[config.mk]
export PLATFORM = sky130hd
export DESIGN_NAME = ubsirq_core
export DESIGN_NICKNAME = d
export VERILOG_FILES = /design/src/common/ubsirq_pkg.sv /design/src/verilog/ubsirq_core.sv
export SDC_FILE = /design/constraint.sdc
export NUM_CORES = 1
export LEC_CHECK = 0
export ABC_AREA = 1
export BUFFER_PORTS_ARGS = -buffer_cell sky130_fd_sc_hd__buf_2
export CAP_MARGIN = 30
export CORE_MARGIN = 1
export CORE_UTILIZATION = 25
export DETAILED_ROUTE_END_ITERATION = 8
export PLACE_DENSITY = 0.43
export SYNTH_ARGS = -nofsm -noshare
export SYNTH_HDL_FRONTEND = slang
export SYNTH_SLANG_ARGS = --single-unit
[constraint.sdc]
create_clock -name clk -period 2.95 [get_ports clk]
set_clock_uncertainty 0.1 [all_clocks]
set_input_delay 0.885 -clock clk [delete_from_list [all_inputs] [get_ports clk]]
set_output_delay 0.885 -clock clk [all_outputs]
set_load 0.02 [all_outputs]
[src/common/ubsirq_pkg.sv]
/*
  Package for the UART buffer status and interrupt select block.
  Holds register offsets, field positions, reset values and the
  packed types shared by the design. Assumes a 16-bit register port.
*/
package ubsirq_pkg;

  // Register offsets on the plain register port
  localparam logic [3:0] UBS_OFF_STAH  = 4'h0; // status high
  localparam logic [3:0] UBS_OFF_CTRL  = 4'h1; // mode and enables
  localparam logic [3:0] UBS_OFF_PARAM = 4'h2; // second parameter field
  localparam logic [3:0] UBS_OFF_IRQST = 4'h3; // sticky event status
  localparam logic [3:0] UBS_OFF_IRQMK = 4'h4; // event mask

  // Status high field positions
  localparam int UBS_B_TXSEL = 12;
  localparam int UBS_B_RXSEL = 8;
  localparam int UBS_B_TX_WRITE_ERROR_FLAG = 7;
  localparam int UBS_B_STOP_DETECT_TIMING_SEL = 6;
  localparam int UBS_B_TXBE  = 5;
  localparam int UBS_B_TXBF  = 4;
  localparam int UBS_B_RECEIVER_IDLE_FLAG = 3;
  localparam int UBS_B_XON   = 2;
  localparam int UBS_B_RXBE  = 1;
  localparam int UBS_B_RXBF  = 0;

  // Control register field positions
  localparam int UBS_B_TXEN  = 0; // transmit_enable_bit
  localparam int UBS_B_LINP  = 1; // LIN or parity mode
  localparam int UBS_B_PEIE  = 2; // parity error irq enable
  localparam int UBS_B_FEIE  = 3; // framing error irq enable
  localparam int UBS_B_STSL  = 4; // stop_bit_count_sel, 2 bits

  // Event bits in the sticky status and mask registers
  localparam int UBS_EV_TX   = 0;
  localparam int UBS_EV_RX   = 1;
  localparam int UBS_EV_TXWE = 2;
  localparam int UBS_EV_OVF  = 3;
  localparam int UBS_NEV     = 4;

  // Buffer geometry
  localparam int          UBS_DEPTH = 8;
  localparam logic [3:0]  UBS_FULL  = 4'h8;
  localparam logic [3:0]  UBS_ZERO  = 4'h0;
  localparam logic [3:0]  UBS_ONE   = 4'h1;

  // Watermark selector codes
  localparam logic [2:0] UBS_SEL_MIN = 3'h0;
  localparam logic [2:0] UBS_SEL_MAX = 3'h7;

  localparam logic [15:0] UBS_ZERO16 = 16'h0000;

  // Receive stream events from the shifter
  typedef struct packed {
    logic push;       // word received
    logic mid_stop;   // middle of the selected stop bit
    logic end_stop;   // end of the last stop bit
    logic perr;       // parity error flag
    logic ferr;       // framing error flag
    logic idle;       // receiver idle
    logic flow_resume_flag;        // flow resume state
  } ubs_rx_ev_t;

  // Register port request
  typedef struct packed {
    logic        wr;
    logic        rd;
    logic [3:0]  addr;
    logic [15:0] wdata;
  } ubs_req_t;

endpackage : ubsirq_pkg

[src/verilog/ubsirq_core.sv]
/*
  UART buffer status, watermark interrupt selection and write-error logic.
  Assumes the shifters live outside: they report pops, pushes and
  stop-bit timing as single-cycle pulses on the same clock.
*/
// Design decisions made here: the strobed register port and the register offsets.
`timescale 1ns/10ps

// Summary of operation
// TX select 111: irq at one free slot
// RX select 111: irq when eight held
// RX select 000: irq with any word
// write while TX full sets sticky error
// LIN/parity: write with zero field errs
// stop mode picks RX irq timing
// TX-empty write-one clears pointers when disabled
// enabled parity/framing error blocks RX irq
// RX overflow sets sticky flag
// full flags track occupancy; defined reset values
module ubsirq_core
  import ubsirq_pkg::*;
(
  // Clock and reset
  input  wire logic        clk,
  input  wire logic        rst_n,
  // Register port
  input  wire ubs_req_t    req,
  output      logic [15:0] rdata,
  // Transmit side
  output      logic        tx_wr,
  output      logic [7:0]  tx_byte,
  input  wire logic        tx_pop,
  // Receive side
  input  wire ubs_rx_ev_t  rx_ev,
  input  wire logic [7:0]  rx_byte,
  output      logic [7:0]  rx_data,
  // Interrupt
  output      logic        irq
);

  logic [3:0]  tx_cnt_q, tx_cnt_d;
  logic [3:0]  rx_cnt_q, rx_cnt_d;
  logic [2:0]  tx_sel_q, rx_sel_q;
  logic        stop_detect_timing_sel_q, tx_write_error_flag_q;
  logic [5:0]  ctrl_q;
  logic [8:0]  param_q;
  logic [UBS_NEV-1:0] ev_st_q, ev_mk_q, ev_set;
  logic [15:0] rdata_q, stah;
  logic [7:0]  tx_byte_q, rx_data_q;
  logic [7:0]  rx_mem [UBS_DEPTH];
  logic [2:0]  rx_wp_q, rx_rp_q;
  logic        wr_stah, wr_data, rd_data, tx_reset, tx_err;
  logic        tx_full, rx_full, rx_wm, tx_wm, rx_time, rx_ovf;
  logic [3:0]  tx_free;

  // Register decode
  assign wr_stah = req.wr && req.addr == UBS_OFF_STAH;
  // Data window sits just above the mask register
  assign wr_data = req.wr && req.addr == UBS_OFF_IRQMK + 4'h1;
  assign rd_data = req.rd && req.addr == UBS_OFF_IRQMK + 4'h1;

  assign tx_full = tx_cnt_q == UBS_FULL;
  assign rx_full = rx_cnt_q == UBS_FULL;
  assign tx_free = UBS_FULL - tx_cnt_q;

  // Pointer reset only legal with transmitter off
  assign tx_reset = wr_stah && req.wdata[UBS_B_TXBE]
                    && !ctrl_q[UBS_B_TXEN];

  // A write into a full buffer, or with a zero field in LIN modes
  assign tx_err = wr_data && (tx_full
                  || (ctrl_q[UBS_B_LINP] && param_q == 9'h000));

  // Transmit occupancy; a refused write does not store
  always_comb begin
    tx_cnt_d = tx_cnt_q;
    if (tx_reset) begin
      tx_cnt_d = UBS_ZERO;
    end else if (wr_data && !tx_err && !tx_pop) begin
      tx_cnt_d = tx_cnt_q + UBS_ONE;
    end else if (tx_pop && tx_cnt_q != UBS_ZERO
                 && !(wr_data && !tx_err)) begin
      tx_cnt_d = tx_cnt_q - UBS_ONE;
    end
  end

  always_ff @(posedge clk or negedge rst_n) begin
    if (!rst_n) begin
      tx_cnt_q <= UBS_ZERO;
    end else begin
      tx_cnt_q <= tx_cnt_d;
    end
  end

  // Transmit byte handed to the shifter
  always_ff @(posedge clk or negedge rst_n) begin
    if (!rst_n) begin
      tx_byte_q <= 8'h00;
      tx_wr     <= 1'b0;
    end else begin
      tx_wr <= wr_data && !tx_err;
      if (wr_data && !tx_err) begin
        tx_byte_q <= req.wdata[7:0];
      end
    end
  end
  assign tx_byte = tx_byte_q;

  // Receive store: overflow drops the new word
  assign rx_ovf = rx_ev.push && rx_full && !rd_data;
  always_comb begin
    rx_cnt_d = rx_cnt_q;
    if (rx_ev.push && !rx_full && !(rd_data && rx_cnt_q != UBS_ZERO)) begin
      rx_cnt_d = rx_cnt_q + UBS_ONE;
    end else if (rd_data && rx_cnt_q != UBS_ZERO && !rx_ev.push) begin
      rx_cnt_d = rx_cnt_q - UBS_ONE;
    end
  end

  always_ff @(posedge clk or negedge rst_n) begin
    if (!rst_n) begin
      rx_cnt_q  <= UBS_ZERO;
      rx_wp_q   <= 3'h0;
      rx_rp_q   <= 3'h0;
      rx_data_q <= 8'h00;
    end else begin
      rx_cnt_q <= rx_cnt_d;
      if (rx_ev.push && (!rx_full || rd_data)) begin
        rx_wp_q <= rx_wp_q + 3'h1;
      end
      if (rd_data && rx_cnt_q != UBS_ZERO) begin
        rx_rp_q   <= rx_rp_q + 3'h1;
        rx_data_q <= rx_mem[rx_rp_q];
      end
    end
  end
  assign rx_data = rx_data_q;

  // Receive array has no reset; contents are invalid until counted
  always_ff @(posedge clk) begin
    if (rx_ev.push && (!rx_full || rd_data)) begin
      rx_mem[rx_wp_q] <= rx_byte;
    end
  end

  // Control, parameter and select fields
  always_ff @(posedge clk or negedge rst_n) begin
    if (!rst_n) begin
      tx_sel_q <= UBS_SEL_MIN;
      rx_sel_q <= UBS_SEL_MIN;
      stop_detect_timing_sel_q  <= 1'b0;
      ctrl_q   <= 6'h00;
      param_q  <= 9'h000;
    end else if (wr_stah) begin
      tx_sel_q <= req.wdata[UBS_B_TXSEL +: 3];
      rx_sel_q <= req.wdata[UBS_B_RXSEL +: 3];
      stop_detect_timing_sel_q  <= req.wdata[UBS_B_STOP_DETECT_TIMING_SEL];
    end else if (req.wr && req.addr == UBS_OFF_CTRL) begin
      ctrl_q <= req.wdata[5:0];
    end else if (req.wr && req.addr == UBS_OFF_PARAM) begin
      param_q <= req.wdata[8:0];
    end
  end

  // Write-error flag: set wins over software clear
  always_ff @(posedge clk or negedge rst_n) begin
    if (!rst_n) begin
      tx_write_error_flag_q <= 1'b0;
    end else if (tx_err) begin
      tx_write_error_flag_q <= 1'b1;
    end else if (wr_stah && !req.wdata[UBS_B_TX_WRITE_ERROR_FLAG]) begin
      tx_write_error_flag_q <= 1'b0;
    end
  end

  // Watermarks: code 111 is one free slot / full, else at least 8-N free (tx) / N+1 held (rx)
  always_comb begin
    if (tx_sel_q == UBS_SEL_MAX) begin
      tx_wm = tx_free == UBS_ONE;
    end else begin
      tx_wm = tx_free >= UBS_FULL - {1'b0, tx_sel_q};
    end
    if (rx_sel_q == UBS_SEL_MAX) begin
      rx_wm = rx_full;
    end else if (rx_sel_q == UBS_SEL_MIN) begin
      rx_wm = rx_cnt_q != UBS_ZERO;
    end else begin
      rx_wm = rx_cnt_q >= {1'b0, rx_sel_q} + UBS_ONE;
    end
  end

  // Stop-bit timing picks the strobe that lets the rx irq fire
  assign rx_time = stop_detect_timing_sel_q ? rx_ev.end_stop : rx_ev.mid_stop;

  // Events into the sticky status
  always_comb begin
    ev_set = '0;
    ev_set[UBS_EV_TX]   = tx_wm;
    ev_set[UBS_EV_RX]   = rx_wm && rx_time
      && !(rx_ev.perr && ctrl_q[UBS_B_PEIE])
      && !(rx_ev.ferr && ctrl_q[UBS_B_FEIE]);
    ev_set[UBS_EV_TXWE] = tx_err;
    ev_set[UBS_EV_OVF]  = rx_ovf;
  end

  // Sticky status, write one to clear; a new event wins
  for (genvar i = 0; i < UBS_NEV; i++) begin : g_ev
    always_ff @(posedge clk or negedge rst_n) begin
      if (!rst_n) begin
        ev_st_q[i] <= 1'b0;
      end else if (ev_set[i]) begin
        ev_st_q[i] <= 1'b1;
      end else if (req.wr && req.addr == UBS_OFF_IRQST && req.wdata[i]) begin
        ev_st_q[i] <= 1'b0;
      end
    end
  end

  // Mask register
  always_ff @(posedge clk or negedge rst_n) begin
    if (!rst_n) begin
      ev_mk_q <= '0;
    end else if (req.wr && req.addr == UBS_OFF_IRQMK) begin
      ev_mk_q <= req.wdata[UBS_NEV-1:0];
    end
  end

  assign irq = |(ev_st_q & ev_mk_q);

  // Status high image; empty/idle/resume read 1 out of reset
  always_comb begin
    stah = UBS_ZERO16;
    stah[UBS_B_TXSEL +: 3] = tx_sel_q;
    stah[UBS_B_RXSEL +: 3] = rx_sel_q;
    stah[UBS_B_TX_WRITE_ERROR_FLAG] = tx_write_error_flag_q;
    stah[UBS_B_STOP_DETECT_TIMING_SEL] = stop_detect_timing_sel_q;
    stah[UBS_B_TXBE]  = tx_cnt_q == UBS_ZERO;
    stah[UBS_B_TXBF]  = tx_full;
    stah[UBS_B_RECEIVER_IDLE_FLAG] = rx_ev.idle;
    stah[UBS_B_XON]   = rx_ev.flow_resume_flag;
    stah[UBS_B_RXBE]  = rx_cnt_q == UBS_ZERO;
    stah[UBS_B_RXBF]  = rx_full;
  end

  // Read data one cycle later; unmapped or empty data reads zero
  always_ff @(posedge clk or negedge rst_n) begin
    if (!rst_n) begin
      rdata_q <= UBS_ZERO16;
    end else if (req.rd) begin
      if (req.addr == UBS_OFF_STAH) begin
        rdata_q <= stah;
      end else if (req.addr == UBS_OFF_CTRL) begin
        rdata_q <= {10'h000, ctrl_q};
      end else if (req.addr == UBS_OFF_PARAM) begin
        rdata_q <= {7'h00, param_q};
      end else if (req.addr == UBS_OFF_IRQST) begin
        rdata_q <= {12'h000, ev_st_q};
      end else if (req.addr == UBS_OFF_IRQMK) begin
        rdata_q <= {12'h000, ev_mk_q};
      end else if (rd_data && rx_cnt_q != UBS_ZERO) begin
        rdata_q <= {8'h00, rx_mem[rx_rp_q]};
      end else begin
        rdata_q <= UBS_ZERO16;
      end
    end else begin
      rdata_q <= UBS_ZERO16;
    end
  end
  assign rdata = rdata_q;
endmodule : ubsirq_core

# After elaboration in Yosys (flattened, before gate mapping)
# Memories as Yosys holds them, arrays and structs flattened.
# Index checks and enable logic that the tools add are counted.
# totals
register_bits	78
ram_bits	64
output_inout_bits	34
word_cells	134
mem_count	1
# op_classes
addsub	9
order_cmp	2
eq_ne	10
n_mux	28
bitwise_logic	3
reduce_logical	62
# mem_list
name	words	word_bits	read_ports	rd_ports_with_merged_regs	write_ports	line_no	text
rx_mem	8	8	1	0	1	ubsirq_core.sv:50	logic [7:0] rx_mem [UBS_DEPTH];
# ops
operator	count
logical AND 1 bit	32
2-to-1 mux 8 bit	3
2-to-1 mux 4 bit	5
2-to-1 mux 9 bit	2
2-to-1 mux 1 bit	16
2-to-1 mux 16 bit	1
2-to-1 mux 15 bit	1
logical NOT 4 bit	3
nonzero test 2 bit	6
logical NOT 1 bit	11
logical NOT 9 bit	1
adder 4 x 1 -> 4 bit, second input constant	2
equality test 4 x 1 -> 1 bit, second input constant	2
equality test 4 x 2 -> 1 bit, second input constant	2
equality test 4 x 3 -> 1 bit, second input constant	2
equality test 4 bit, second input constant	2
greater-or-equal comparator 4 bit	2
nonzero test 4 bit	2
subtractor 4 x 1 -> 4 bit, second input constant	2
adder 3 x 1 -> 3 bit, second input constant	2
equality test 3 bit, second input constant	2
adder 3 x 1 -> 4 bit, second input constant	1
bitwise AND 4 bit	1
OR reduction 4 bit	1
8 further kinds	10

# Logic depth before layout (Yosys ltp)
# logic_depth
depth_word	11
depth_mapped	17

# Worst setup path after synthesis
# OpenSTA, ideal clock, no wires.
# synth_timing
path_kind	input -> register
start	input req[20] (netlist name)
end	memory rx_mem[4][0], enable pin
setup_time_ps	370
t_arrival_ps	2092
setup_slack_ps	388
path_stages	6
cell_sequence	clkbuf_1 > inv_1 > o21ai_1 > nand2_1 > or2_1 > nor2_1
# synth_between
elab_chain_len	5
# synth_rtl
element	line_no	text
start: declaration	ubsirq_core.sv:27	input wire ubs_req_t req,
logical AND 1 bit	ubsirq_core.sv:60	assign rd_data = req.rd && req.addr == UBS_OFF_IRQMK + 4'h1;
logical OR 1 bit	ubsirq_core.sv:141	if (rx_ev.push && (!rx_full || rd_data)) begin
logical AND 1 bit	ubsirq_core.sv:141	
2-to-1 mux 1 bit	ubsirq_core.sv:141	
2-to-1 mux 1 bit (not written as such)	ubsirq_core.sv:142	rx_mem[rx_wp_q] <= rx_byte;
end: declaration	ubsirq_core.sv:50	
# Every way passes these cells.

# Final worst setup path
# layout_timing
start	register rx_cnt_q[1]
end	register rx_cnt_q[3]
# layout_between
elab_chain_len	5
# layout_rtl
element	line_no	text
start: declaration	ubsirq_core.sv:42	logic [3:0] rx_cnt_q, rx_cnt_d;
start signal: assignment	ubsirq_core.sv:127	rx_cnt_q <= rx_cnt_d;
parallel branches: the longest is 5 deep, another holds subtractor 4 x 1 -> 4 bit	--	
# Parallel ways; which one is timed is not known. The select of a mux whose other input is x is not followed.
# A chain may end at the register's enable or synchronous reset.

==> impl_metrics.toml <==
[run_status]
outcome = "finished clean"

[clocking]
ctsHtreeMaxLevel = 4
ctsLongestPathBuffers = 2
tritoncts = "done"
post_cts_resized = 0
root_buffer = "sky130_fd_sc_hd__clkbuf_16"
clock_sink_count = 140
holdBufCountCts = 0
path_clk_slew_ns = 0.06
post-cts-setup-buffers = 0
tritoncts.num_buffers = 17
clk_latency_worst_skew_pair_ns = 0.43

[synth]
synth_area_leaders = "sky130_fd_sc_hd__edfxtp_1 30%, sky130_fd_sc_hd__dfrtp_1 30%, sky130_fd_sc_hd__nand2_1 7.4%, sky130_fd_sc_hd__o21ai_0 6.8%, sky130_fd_sc_hd__nor2_1 4.9%"
synth.largest_area_cell = "sky130_fd_sc_hd__edfxtp_1"
synth_sequential_area_ratio = 0.595
ys.warnings.count = 0
synth_top_cell_area_share = 0.299
mappedNetlistArea_um2 = 6430
yosys.cell_types.count = 38
netlist_instances = 659
synth_seq_cells = 140
synth_area_per_cell_um2 = 9.76

[drt]
postRouteAntennaNets = 0
drt_pre_antenna_iters = 4
detailroute.via_count = 4731
first_iter_violations = 250
wirelength_um = 17100
drc = 0
avgViaCountPerCell = 4.31
post_drt_wl_per_cell_um = 15.6

[power]
power_leakage_uw = 0.00355
cellPowerDensity_nw_per_um2 = 895
peakVddDrop_v = 0.000405
power.total_uw = 7070

[sta]
final.min_clock_period_ns = 2.36
setup_repair_after_global_routing_missed_its_margin = "no"
tightestPinTransition_ns = 0.516
finalHoldViolCount = 0
final_setup_fails = 0
tns_ns = 0
max_slew_violation_total_from_the_final_report = 0
post-route-period-util = 0.801
relSlewSlack = 0.656
achievable-frequency_mhz = 423

[placement]
place_inst = 1065
hpwl_um = 12300
numPortBuffers = 69
placer_congestion = 0.781

[cells_and_area]
final_nets = 815
ratio_of_cells_with_drive_above_1_in_the_final_layout = 0.194
final_cell_count_no_fill = 1097
layout_overhead_on_the_synthesized_area_pct = 22.8
most-common-layout-cells = "127 x sky130_fd_sc_hd__nand2_1, 87 x sky130_fd_sc_hd__o21ai_0, 84 x sky130_fd_sc_hd__nor2_1, 76 x sky130_fd_sc_hd__dfrtp_1, 68 x sky130_fd_sc_hd__buf_2"
antenna_cells_inserted = 0
leading_cell_type_in_the_layout_fill_and_taps_excluded = "sky130_fd_sc_hd__nand2_1"
fill_cells = 2642

[die]
die_area_um2 = 26400
core_um2 = 25200
start_util = 0.255
die_width_um = 162
num_rows = 58
io_pins = 74
die_h_um = 162

[worst_setup_path]
timing.critical_path.required_ns = 3.20
worst_setup_path_end_kind = "flip-flop"
critical_path_arrival_ns = 2.61
critical_path_startpoint_category = "flip-flop"
critical_path_peak_fanout = 5
timing.setup.critical_path_class = "flip-flop to flip-flop"

[global_route]
pin_count_of_the_biggest_net_entering_global_routing = 41
number_of_antenna_violations_at_the_first_check_in_global_routing = 0
global_routing_usage_summed_across_all_routing_layers = 0.138
grt_first_pass_wirelength_um = 26900
overflow = 0
grt_pass1_vias = 4623

[hold_path]
hold_path.class = "input pin to async pin"

[job]
cap_violations = 0
-- metal layers --
metal,share of wire,GRT usage,routed length (um)
met2,0.45,0.207,7730
met5,0,0,0
met4,0.013,0.0450,225
met3,0.036,0.0311,611
met1,0.50,0.195,8560
-- sequential cells by signal (all words and copies together) (netlist names) --
| signal | cells |
|---|---|
| rx_mem | 64 |
| tx_write_error_flag_q | 1 |
| rx_data | 8 |
| rx_sel_q | 3 |
| tx_sel_q | 3 |
| rx_cnt_q | 4 |
| param_q | 9 |
| ev_mk_q | 4 |
| rx_rp_q | 3 |
| rdata | 14 |
| ev_st_q | 4 |
| tx_cnt_q | 4 |
| tx_wr | 1 |
| ctrl_q | 6 |
| tx_byte | 8 |
| stop_detect_timing_sel_q | 1 |
| rx_wp_q | 3 |
-- worst max-delay path: stages (launching register included) --
cell and delay [ns]:
sky130_fd_sc_hd__dfrtp_1 0.45, sky130_fd_sc_hd__nor2_1 0.17, sky130_fd_sc_hd__nand2_1 0.14, sky130_fd_sc_hd__nand4_1 0.20
sky130_fd_sc_hd__nand3_4 0.14, sky130_fd_sc_hd__ha_1 0.34, sky130_fd_sc_hd__nand2_1 0.07, sky130_fd_sc_hd__nor2_1 0.04
sky130_fd_sc_hd__a211oi_1 0.25, sky130_fd_sc_hd__nand3_1 0.10, sky130_fd_sc_hd__o21ai_1 0.11, sky130_fd_sc_hd__xor2_1 0.17
-- cell families (layout without fill, tap and decap cells) --
logic type | Yosys count | count (layout) | synth area share
other | 1 | 2 | 0.000583
adders and majority gates | 21 | 21 | 0.0420
buffers and inverters | 87 | 194 | 0.0551
muxes | 2 | 2 | 0.00408
and+or+nand+nor | 272 | 272 | 0.183
xor gates and xnor gates | 9 | 9 | 0.0123
DFF | 140 | 140 | 0.595
AOI/OAI and AO/OA | 127 | 127 | 0.108
-- cell type report --
| cell class | count | area, um2 | share of cell area |
|---|---|---|---|
| Clock buffer | 17 | 425 | 0.0539 |
| Clock inverter | 15 | 165 | 0.0209 |
| Sequential cell | 140 | 3820 | 0.484 |
| Multi-Input combinational cell | 433 | 2260 | 0.286 |
| Tap cell | 330 | 413 | 0.0523 |
| Inverter | 66 | 248 | 0.0314 |
| Timing Repair Buffer | 96 | 563 | 0.0713 |
-- cells in the mapped netlist --
cell	number
sky130_fd_sc_hd__mux2_4	1
sky130_fd_sc_hd__clkbuf_1	12
sky130_fd_sc_hd__fa_1	1
sky130_fd_sc_hd__clkinv_1	1
sky130_fd_sc_hd__buf_6	1
sky130_fd_sc_hd__nor3_1	2
sky130_fd_sc_hd__edfxtp_1	64
sky130_fd_sc_hd__a21oi_1	15
sky130_fd_sc_hd__nand4_2	1
sky130_fd_sc_hd__a22o_1	1
sky130_fd_sc_hd__nor2_2	4
sky130_fd_sc_hd__nand2_2	6
sky130_fd_sc_hd__ha_1	20
sky130_fd_sc_hd__nand4_1	8
sky130_fd_sc_hd__nor2_1	84
sky130_fd_sc_hd__o211ai_1	6
sky130_fd_sc_hd__nand3b_1	1
sky130_fd_sc_hd__conb_1	1
sky130_fd_sc_hd__nand3_4	1
sky130_fd_sc_hd__nor2_8	1
sky130_fd_sc_hd__a21boi_0	2
sky130_fd_sc_hd__o21ai_1	3
sky130_fd_sc_hd__xor2_1	8
sky130_fd_sc_hd__xnor2_1	1
sky130_fd_sc_hd__buf_4	4
sky130_fd_sc_hd__buf_2	4
sky130_fd_sc_hd__nand3_1	33
sky130_fd_sc_hd__inv_1	62
sky130_fd_sc_hd__o21ai_0	87
sky130_fd_sc_hd__nor2_4	3
sky130_fd_sc_hd__dfrtp_1	76
sky130_fd_sc_hd__a31oi_1	4
sky130_fd_sc_hd__or2_1	1
sky130_fd_sc_hd__o221ai_1	8
sky130_fd_sc_hd__a211oi_1	1
sky130_fd_sc_hd__mux2_2	1
sky130_fd_sc_hd__inv_2	3
sky130_fd_sc_hd__nand2_1	127
-- per-stage QoR --
stage	hold WS [ns]	setup slack (ns)	util	cell area, um2
6_report	0.325	0.588	0.314	7900
5_1_grt	0.361	0.380	0.314	7900
4_1_cts	0.342	0.540	0.314	7900
3_5_place_dp	0.364	0.149	0.290	7300
3_3_place_gp	0.364	0.130	0.290	7300
2_1_floorplan	0.343	0.388	-	6430
-- power by group --
| group | internal, uW | switching [uW] | total [uW] |
|---|---|---|---|
| logic | 791 | 1380 | 2170 |
| clock network | 1260 | 886 | 2140 |
| registers | 2470 | 290 | 2760 |
| total | 4520 | 2550 | 7070 |
-- final timing paths --
check / from / end / slack [ns] / depth (start not counted)
max: rx_cnt_q[1] / rx_cnt_q[3] / 0.59 / 11
min: rst_n / rdata[14] / 0.32 / 1
max reg2reg: rx_cnt_q[1] / rx_cnt_q[3] / 0.59 / 11
min reg2reg: rx_data[0] / rx_data[0] / 0.38 / 2
max in group asynchronous: rst_n / ctrl_q[5] / 1.81 / 2
min in group clk: rx_data[0] / rx_data[0] / 0.38 / 2
Note: power is estimated with default switching activity, not from simulation.
